<file path="config.mk">
export PLATFORM = sky130hd
export DESIGN_NAME = mmdd_core
export DESIGN_NICKNAME = d
export VERILOG_FILES = /design/src/pkg/mmdd_pkg.sv /design/src/mmdd_field_decode.sv /design/src/mmdd_core.sv
export SDC_FILE = /design/constraint.sdc
export NUM_CORES = 1
export LEC_CHECK = 0
export ABC_AREA = 1
export BUFFER_PORTS_ARGS = -buffer_cell sky130_fd_sc_hd__buf_2
export CAP_MARGIN = 20
export CELL_PAD_IN_SITES_DETAIL_PLACEMENT = 1
export CELL_PAD_IN_SITES_GLOBAL_PLACEMENT = 1
export CORE_MARGIN = 2
export CORE_UTILIZATION = 27
export DETAILED_ROUTE_END_ITERATION = 12
export PLACE_DENSITY_LB_ADDON = 0.1
export SLEW_MARGIN = 30
export SYNTH_ARGS = -nofsm -noshare
export SYNTH_HDL_FRONTEND = slang
export SYNTH_HIERARCHICAL = 1
export SYNTH_SLANG_ARGS = --single-unit
</file>
<file path="constraint.sdc">
create_clock -name clk_sys_i -period 1.5 [get_ports clk_sys_i]
set_input_delay 0.225 -clock clk_sys_i [delete_from_list [all_inputs] [get_ports clk_sys_i]]
set_output_delay 0.225 -clock clk_sys_i [all_outputs]
set_load 0.1 [all_outputs]
</file>
<file path="src/pkg/mmdd_pkg.sv">
// Field layout, mode codes and address constants of the message data word
`default_nettype none
package mmdd_pkg;
  // Message data word layout
  localparam int MMDD_DATA_W = 16;
  localparam int MMDD_VEC_LSB = 0;
  localparam int MMDD_VEC_W = 8;
  localparam int MMDD_MODE_LSB = 8;
  localparam int MMDD_MODE_W = 3;
  localparam int MMDD_LEVEL_BIT = 14;
  localparam int MMDD_TRIG_BIT = 15;
  localparam logic [MMDD_DATA_W-1:0] MMDD_DATA_RST = 16'h0000;
  // Legal vector range
  localparam logic [MMDD_VEC_W-1:0] MMDD_VEC_MIN = 8'h10;
  localparam logic [MMDD_VEC_W-1:0] MMDD_VEC_MAX = 8'hfe;
  localparam logic [MMDD_VEC_W-1:0] MMDD_VEC_ZERO = 8'h00;
  // Delivery mode codes
  localparam logic [MMDD_MODE_W-1:0] MMDD_MODE_FIXED = 3'h0;
  localparam logic [MMDD_MODE_W-1:0] MMDD_MODE_LOWEST = 3'h1;
  localparam logic [MMDD_MODE_W-1:0] MMDD_MODE_SYS_MGMT = 3'h2;
  localparam logic [MMDD_MODE_W-1:0] MMDD_MODE_NON_MASK = 3'h4;
  localparam logic [MMDD_MODE_W-1:0] MMDD_MODE_RESTART = 3'h5;
  localparam logic [MMDD_MODE_W-1:0] MMDD_MODE_EXT_CTRL = 3'h7;
  // Trigger mode bit values
  localparam logic MMDD_TRIG_EDGE = 1'h0;
  localparam logic MMDD_TRIG_LEVEL = 1'h1;
  localparam logic MMDD_LEVEL_ASSERT = 1'h1;
  // Message address layout
  localparam int MMDD_ADDR_W = 32;
  localparam int MMDD_PREFIX_LSB = 20;
  localparam int MMDD_PREFIX_W = 12;
  localparam logic [MMDD_PREFIX_W-1:0] MMDD_ADDR_PREFIX = 12'hfee;
  localparam int MMDD_DEST_LSB = 12;
  localparam int MMDD_DEST_W = 8;
  localparam logic [MMDD_DEST_W-1:0] MMDD_DEST_RST = 8'h00;
  // Full DWORD byte enables
  localparam logic [3:0] MMDD_BE_DWORD = 4'hf;
  // Sender states, one-hot
  typedef enum logic [1:0] {
    MMDD_ST_IDLE = 2'b01,
    MMDD_ST_SEND = 2'b10
  } mmdd_state_type;
endpackage
`default_nettype wire

</file>
<file path="src/mmdd_field_decode.sv">
// Combinational decode of one message data word into its meaning
`timescale 1ns/100ps
`default_nettype none
module mmdd_field_decode
  import mmdd_pkg::*;
(
  // Word under decode
  input wire logic [MMDD_DATA_W-1:0] word_i,
  // Decoded meaning
  output logic [MMDD_VEC_W-1:0] vector_o,
  output logic [MMDD_MODE_W-1:0] mode_o,
  output logic edge_o,
  output logic assert_o,
  output logic vec_used_o,
  output logic lowest_o,
  output logic ack_cycle_o,
  output logic word_ok_o
);
  // Raw fields
  wire logic [MMDD_VEC_W-1:0] vec_raw = word_i[MMDD_VEC_LSB +: MMDD_VEC_W];
  wire logic [MMDD_MODE_W-1:0] mode_raw =
    word_i[MMDD_MODE_LSB +: MMDD_MODE_W];
  wire logic trig_raw = word_i[MMDD_TRIG_BIT];
  wire logic level_raw = word_i[MMDD_LEVEL_BIT];
  // Mode classes
  wire logic is_fixed = (mode_raw == MMDD_MODE_FIXED); // RULE_04
  wire logic is_lowest = (mode_raw == MMDD_MODE_LOWEST); // RULE_05
  wire logic is_smi = (mode_raw == MMDD_MODE_SYS_MGMT); // RULE_06
  wire logic is_nmi = (mode_raw == MMDD_MODE_NON_MASK); // RULE_07
  wire logic is_rst = (mode_raw == MMDD_MODE_RESTART); // RULE_08
  wire logic is_ext = (mode_raw == MMDD_MODE_EXT_CTRL); // RULE_09
  wire logic mode_known = is_fixed | is_lowest | is_smi | is_nmi |
    is_rst | is_ext;
  // Fixed, lowest priority and the unassigned codes 3 and 6 honour the trigger bit
  wire logic forced_edge = is_smi | is_nmi | is_rst | is_ext;
  wire logic edge_eff = forced_edge | (trig_raw == MMDD_TRIG_EDGE); // RULE_12
  wire logic vec_in_range = (vec_raw >= MMDD_VEC_MIN) &&
    (vec_raw <= MMDD_VEC_MAX); // RULE_01
  // Vector carries meaning only for fixed and lowest priority
  wire logic vec_used = is_fixed | is_lowest;
  // System management must carry an all-zero vector
  wire logic smi_vec_ok = ~is_smi | (vec_raw == MMDD_VEC_ZERO); // RULE_06
  wire logic vec_ok = ~vec_used | vec_in_range; // RULE_02
  assign vector_o = vec_used ? vec_raw : MMDD_VEC_ZERO;
  assign mode_o = mode_raw;
  assign edge_o = edge_eff; // RULE_07 RULE_08
  // Edge messages always assert; level messages carry the line
  assign assert_o = edge_eff ? MMDD_LEVEL_ASSERT : level_raw; // RULE_10
  assign vec_used_o = vec_used;
  assign lowest_o = is_lowest;
  assign ack_cycle_o = is_ext; // RULE_09
  assign word_ok_o = mode_known & vec_ok & smi_vec_ok; // RULE_03
endmodule
`default_nettype wire

</file>
<file path="src/mmdd_core.sv">
// Message-signalled interrupt data word sender and receiver decode
//
// Summary of operation
// RULE_01 - Vector is 8 bits, legal 10h to FEh
// RULE_02 - Configuring party never programs vectors 00h-0Fh
// RULE_03 - Delivery mode 3 bits, trigger must match
// RULE_04 - Mode 000 fixed, all agents, edge/level
// RULE_05 - Mode 001 lowest priority agent, edge/level
// RULE_06 - Mode 010 system management, edge, zero vector
// RULE_07 - Mode 100 non-maskable, vector ignored, edge
// RULE_08 - Mode 101 restart, vector ignored, edge
// RULE_09 - Mode 111 external controller, acknowledge supplies vector
// RULE_10 - Edge messages always mean assertion
// RULE_11 - Level messages carry current input state
// RULE_12 - Trigger bit 0 edge, 1 level
// RULE_13 - Writers preserve reserved bits of word
// RULE_14 - Address bits 31:20 hold fixed prefix
// RULE_15 - Peripheral sends one DWORD write to address
// RULE_16 - Address holds 8-bit destination identifier
// RULE_17 - Vector 7:0, mode 10:8, level 14, trigger 15
`timescale 1ns/100ps
`default_nettype none
module mmdd_core
  import mmdd_pkg::*;
#(
  parameter int DATA_W = MMDD_DATA_W,
  parameter int ADDR_W = MMDD_ADDR_W
) (
  // Clock and reset
  input wire logic clk_sys_i,
  input wire logic sys_rst_i,
  // Configuration writes and readback
  input wire logic cfg_data_wr_i,
  input wire logic cfg_dest_wr_i,
  input wire logic [DATA_W-1:0] cfg_wdata_i,
  input wire logic msg_en_i,
  output logic [DATA_W-1:0] cfg_data_o,
  output logic [MMDD_DEST_W-1:0] cfg_dest_o,
  output logic cfg_err_o,
  // Originating interrupt input
  input wire logic irq_i,
  // Outgoing DWORD memory write
  output logic wr_valid_o,
  output logic [ADDR_W-1:0] wr_addr_o,
  output logic [ADDR_W-1:0] wr_data_o,
  input wire logic wr_ready_i,
  // Incoming memory write to decode
  input wire logic rx_valid_i,
  input wire logic [ADDR_W-1:0] rx_addr_i,
  input wire logic [ADDR_W-1:0] rx_data_i,
  input wire logic [3:0] rx_be_i,
  // Decoded incoming message
  output logic rx_hit_o,
  output logic rx_bad_o,
  output logic [MMDD_DEST_W-1:0] rx_dest_o,
  output logic [MMDD_VEC_W-1:0] rx_vector_o,
  output logic [MMDD_MODE_W-1:0] rx_mode_o,
  output logic rx_edge_o,
  output logic rx_assert_o,
  output logic rx_lowest_o,
  output logic rx_ack_cycle_o
);
  // Refuse widths the fixed field layout cannot serve
  if (DATA_W != MMDD_DATA_W) begin : g_bad_data_w
    $error("mmdd_core: DATA_W must equal the word width");
  end
  if (ADDR_W != MMDD_ADDR_W) begin : g_bad_addr_w
    $error("mmdd_core: ADDR_W must be 32");
  end

  // Stored registers
  logic [DATA_W-1:0] data_q; // Message data word, reserved bits kept
  logic [MMDD_DEST_W-1:0] dest_q; // Destination identifier
  logic cfg_err_q; // Configured word is unusable
  logic irq_q; // Previous interrupt input
  logic pend_q; // Event waiting to be sent
  logic pend_d;
  mmdd_state_type state_q;
  mmdd_state_type state_d;
  logic wr_valid_q;
  logic [ADDR_W-1:0] wr_addr_q;
  logic [ADDR_W-1:0] wr_data_q;

  // Decode of the configured word, only what the sender needs
  logic [MMDD_VEC_W-1:0] cfg_vec;
  logic cfg_edge;
  logic cfg_vec_used;
  logic cfg_ok;

  mmdd_field_decode u_cfg_dec (
    .word_i(data_q),
    .vector_o(cfg_vec),
    .mode_o(),
    .edge_o(cfg_edge),
    .assert_o(),
    .vec_used_o(cfg_vec_used),
    .lowest_o(),
    .ack_cycle_o(),
    .word_ok_o(cfg_ok)
  );

  // Interrupt input events
  wire logic irq_rise = irq_i & ~irq_q;
  wire logic irq_change = irq_i ^ irq_q;
  // Edge modes send on rising input, level modes on every change
  wire logic evt = msg_en_i & cfg_ok &
    (cfg_edge ? irq_rise : irq_change); // RULE_11 RULE_12
  wire logic idle = (state_q == MMDD_ST_IDLE);
  wire logic launch = idle & (pend_q | evt);
  wire logic done = (state_q == MMDD_ST_SEND) & wr_ready_i;

  // Level bit: assert for edge, present input state for level
  wire logic tx_level = cfg_edge ? MMDD_LEVEL_ASSERT : irq_i; // RULE_10 RULE_11
  // Word to send: vector zeroed where it is ignored, level patched
  wire logic [DATA_W-1:0] tx_word = {
    data_q[MMDD_TRIG_BIT],
    tx_level,
    data_q[MMDD_LEVEL_BIT-1:MMDD_MODE_LSB],
    cfg_vec}; // RULE_06 RULE_17
  // Target address: fixed prefix plus destination
  wire logic [ADDR_W-1:0] tx_addr = {
    MMDD_ADDR_PREFIX,
    dest_q,
    {MMDD_DEST_LSB{1'b0}}}; // RULE_14 RULE_16

  // Pending event: the clear on launch wins, so an event in a launch cycle is served by that launch and not kept
  always_comb begin
    pend_d = pend_q;
    if (launch) begin
      pend_d = 1'b0;
    end
    if (evt && !launch) begin
      pend_d = 1'b1;
    end
  end

  // Sender sequence
  always_comb begin
    state_d = state_q;
    unique case (state_q)
      MMDD_ST_IDLE: begin
        if (launch) begin
          state_d = MMDD_ST_SEND;
        end
      end
      MMDD_ST_SEND: begin
        if (wr_ready_i) begin
          state_d = MMDD_ST_IDLE;
        end
      end
    endcase
  end

  // Configuration registers, whole word stored so reserved bits survive
  always_ff @(posedge clk_sys_i) begin
    if (sys_rst_i) begin
      data_q <= MMDD_DATA_RST;
      dest_q <= MMDD_DEST_RST;
      cfg_err_q <= 1'b0;
    end else begin
      if (cfg_data_wr_i) begin
        data_q <= cfg_wdata_i; // RULE_13
      end
      if (cfg_dest_wr_i) begin
        dest_q <= cfg_wdata_i[MMDD_DEST_W-1:0]; // RULE_16
      end
      cfg_err_q <= ~cfg_ok; // RULE_03
    end
  end

  // Sender state and write outputs
  always_ff @(posedge clk_sys_i) begin
    if (sys_rst_i) begin
      state_q <= MMDD_ST_IDLE;
      irq_q <= 1'b0;
      pend_q <= 1'b0;
      wr_valid_q <= 1'b0;
      wr_addr_q <= '0;
      wr_data_q <= '0;
    end else begin
      state_q <= state_d;
      irq_q <= irq_i;
      pend_q <= pend_d;
      if (launch) begin
        wr_valid_q <= 1'b1; // RULE_15
        wr_addr_q <= tx_addr;
        wr_data_q <= {{(ADDR_W-DATA_W){1'b0}}, tx_word};
      end else if (done) begin
        wr_valid_q <= 1'b0;
      end
    end
  end

  // Receive side decode
  logic [MMDD_VEC_W-1:0] rx_vec;
  logic [MMDD_MODE_W-1:0] rx_mode;
  logic rx_edge;
  logic rx_assert;
  logic rx_lowest;
  logic rx_ack;
  logic rx_ok;

  mmdd_field_decode u_rx_dec (
    .word_i(rx_data_i[DATA_W-1:0]),
    .vector_o(rx_vec),
    .mode_o(rx_mode),
    .edge_o(rx_edge),
    .assert_o(rx_assert),
    .vec_used_o(),
    .lowest_o(rx_lowest),
    .ack_cycle_o(rx_ack),
    .word_ok_o(rx_ok)
  );

  // A write is a message when it lands in the prefix region
  wire logic rx_prefix = (rx_addr_i[MMDD_PREFIX_LSB +: MMDD_PREFIX_W] ==
    MMDD_ADDR_PREFIX); // RULE_14
  wire logic rx_hit = rx_valid_i & rx_prefix;
  // Partial writes and illegal words are flagged on rx_bad_o but still decoded and delivered
  wire logic rx_bad = ~rx_ok | (rx_be_i != MMDD_BE_DWORD); // RULE_02 RULE_15

  // Receive outputs, one-cycle pulse with held fields
  always_ff @(posedge clk_sys_i) begin
    if (sys_rst_i) begin
      rx_hit_o <= 1'b0;
      rx_bad_o <= 1'b0;
      rx_dest_o <= MMDD_DEST_RST;
      rx_vector_o <= MMDD_VEC_ZERO;
      rx_mode_o <= MMDD_MODE_FIXED;
      rx_edge_o <= 1'b0;
      rx_assert_o <= 1'b0;
      rx_lowest_o <= 1'b0;
      rx_ack_cycle_o <= 1'b0;
    end else begin
      rx_hit_o <= rx_hit;
      rx_bad_o <= rx_hit & rx_bad;
      if (rx_hit) begin
        rx_dest_o <= rx_addr_i[MMDD_DEST_LSB +: MMDD_DEST_W]; // RULE_16
        rx_vector_o <= rx_vec; // RULE_01 RULE_07 RULE_08
        rx_mode_o <= rx_mode; // RULE_04
        rx_edge_o <= rx_edge; // RULE_12
        rx_assert_o <= rx_assert; // RULE_10 RULE_11
        rx_lowest_o <= rx_lowest; // RULE_05
        rx_ack_cycle_o <= rx_ack; // RULE_09
      end
    end
  end

  // Output drivers
  assign cfg_data_o = data_q;
  assign cfg_dest_o = dest_q;
  assign cfg_err_o = cfg_err_q;
  assign wr_valid_o = wr_valid_q;
  assign wr_addr_o = wr_addr_q;
  assign wr_data_o = wr_data_q;
endmodule
`default_nettype wire

</file>
==> results by group <==
Critical path
  – Worst R2R Setup Slack: -0.17 ns
  – Worst Path Class, Setup: reg2reg
  – Startpoint Class: flip-flop
  – Crit. Startpoint: cfg_data_o[10]$_SDFFE_PP0P_
  – CP arrival: roughly 1.9 ns
  – Worst reg2reg path endpoint: wr_data_o[6]$_SDFFE_PP0P_
  – Critical Path Fanout Max: 8
  – Critical Path Max Stage Delay: 0.36 ns
  – FF-to-FF path depth: 13
  – Data required time of the worst path: roughly 1.7 ns
  – Cell breakdown of the critical path: nor2_4 > nand3_2 > o21bai_1 > nand2_1 > inv_2 > nand2_2 > inv_2 > nand3_4 > nand2_8 > clkbuf_16 > nand3_2 > nand2_1 > nor2_1
  – Slowest-stage cell, CP: dfxtp_4
  – Crit. End Element: flip-flop
  – Reg2reg start: cfg_data_o[10]$_SDFFE_PP0P_

Timing
  – Setup ws final: -0.169 ns
  – Final hold vios: 0
  – Skew final: around 0.0054 ns
  – Period utilization: 111%
  – Period minus WS final: 1.67 ns
  – Achievable Freq: 599 MHz
  – Final Max Tran Viols: 0
  – RSZ-0062 raised after global routing: true
  – Max transition margin: 66.1%
  – Final setup fails: 29
  – Worst slew pin tran: around 0.5 ns

Route
  – Total wire length: about 12 mm
  – Initial drt markers: about 110
  – First-pass detailed-route iteration total: 4
  – ANT nets after route: 0
  – Via count: ~4,000
  – Vias/cell: ~4.3
  – DRC viols: 0
  – Drt wl/cell: 12.5 um

Place
  – Hpwl dp: 8.46 mm
  – Post-placement setup slack: -0.211 ns
  – GPL Wtd Cong: 0.818
  – Placed inst area: between 4000 and 5000 um^2
  – IO Port Bufs: approximately 150

Clock network
  – H-tree levels: 3
  – TritonCTS clock tree: built
  – CTS Buf Count: 9
  – Root buffer cell: clkbuf_16
  – Sink Count: 80
  – Worst-path clk slew: about 0.060 ns
  – Cts hold-fix bufs: 0
  – Clock Path Buffers: 2
  – Worst-Skew Late Latency: around 0.34 ns

Hold path
  – Hold Path Origin: cfg_wdata_i[14]
  – Worst Hold End: cfg_data_o[14]$_SDFFE_PP0P_
  – Hold Path Class: in2reg
  – Hold path depth: 3

GRT
  – Grt met2 use: between 20% and 30%
  – Largest net degree at the start of global routing: between 50 and 60
  – GR peak layer: met2
  – Initial antenna violation count: 0
  – GR met3 Demand/Resource: roughly 3.0%
  – Global-route wire length before repair: roughly 19 mm
  – GR Util All Layers: between 10% and 20%
  – Vias in the first global route: between 3,000 and 4,000
  – Grt ovf: 0
  – Global Route met1 Usage: 18.8%

Floorplanning
  – Initial Util: 27.5%
  – DIE AREA: around 16,000 um^2
  – Die X: 126 um
  – I/O pin count: around 210
  – Die height: roughly 130 um
  – Row count: between 40 and 50
  – Core ar.: 14,500 um^2

Yosys
  – Synth Area per Inst: 6.66 um^2
  – Mapped Cells: roughly 600
  – Mapped Area: about 4000 um^2
  – Warnings from Yosys: 6

Power
  – Maximum VDD drop: 0.565 mV
  – Leakage: between 0.002 and 0.003 uW
  – P per Cell Area: 1320 nW/um^2
  – Overall Power: around 7200 uW

Final layout
  – Post-route cell area: around 5400 um^2
  – Ant diodes: 0
  – Nets@finish: roughly 850
  – Area delta synth->final: 35.9%
  – Layout cell share with drive strength beyond 1: about 33%

Status
  – Failing checks: negative setup slack
  – Status: finished, violations left

Job
  – Max Cap Violations: 0
## metal layers
metal	part of all wire, %	up-vias
met2	46	101
met3	5.5	12
met5	0	-
met1	47	1841
met4	1.6	0
li1	-	2060
## layout make-up
type	instances	area, um^2
inverters	91	347
flip-flops and latches	80	1650
multi-input cells	389	1790
well taps	184	230
fillers	1891	9090
repair buffers	181	1130
clock inverters	3	40.0
clock buffers	13	260
## worst max path at each step
stage	end	slack (ns)	depth (start not counted)
floorplan	wr_addr_o[19]$_SDFFE_PP0P_	-0.13	14
global placement	wr_data_o[15]$_SDFFE_PP0P_	-0.21	13
detailed placement	wr_data_o[12]$_SDFFE_PP0P_	-0.21	13
CTS	wr_data_o[1]$_SDFFE_PP0P_	-0.15	13
global route	wr_data_o[10]$_SDFFE_PP0P_	-0.29	13
finish	wr_data_o[6]$_SDFFE_PP0P_	-0.17	13
## layout by cell type (no fill, tap or decap), types with 3 or more instances in the layout
cell	n
clkbuf_16	12
o21ai_0	24
nand2_1	90
nand3_2	10
buf_12	6
buf_4	26
conb_1	30
buf_2	144
dfxtp_4	11
dfxtp_1	67
nor2_4	3
nor2_2	11
nand3_1	47
inv_2	8
inv_1	81
nand2_2	5
a21oi_1	39
nor2_1	118
## repair_timing
item                                    in CTS  in global routing
endpoints found under the hold margin        0                  0
gates resized for setup                      6                 14
pin swaps                                    0                  4
buffers inserted                             1                  1
cloned                                       1                  3
endpoints found under the setup margin      30                 30
## report_power, final
part | internal [uW] | switching (uW)
registers | 2260 | 86.9
logic | 529 | 2090
clock network | 1380 | 868
total | 4170 | 3040
## through the flow
| stage | util (%) | hold slack, ns | TNS, ns | std cells |
|---|---|---|---|---|
| final | 37.4 | 0.122 | -3.72 | 941 |
| after global routing | 37.4 | 0.134 | -7.80 | 941 |
| after CTS | 36.4 | 0.111 | -3.35 | 937 |
| after detailed placement | 34.2 | 0.458 | -5.06 | 919 |
| after global placement | 34.2 | 0.451 | -4.88 | 919 |
| after floorplan | - | 0.292 | -2.99 | 630 |
## critical path, delay by kind of cell, from the launching register on
kind | cells | cell delay (ns)
AO/OA/AOI/OAI | 1 | 0.14
buffers and inverters | 3 | 0.31
AND/OR/NAND/NOR | 9 | 0.77
flip-flops | 1 | 0.36
## flip-flops by register name, indices dropped and copies added (netlist names), 2 cells and up
signal and flops:
cfg_data_o 16, wr_data_o 16, wr_addr_o 9, cfg_dest_o 8, rx_dest_o 8, rx_vector_o 8, rx_mode_o 3, state_q 2
(Power assumes the default switching activity.)
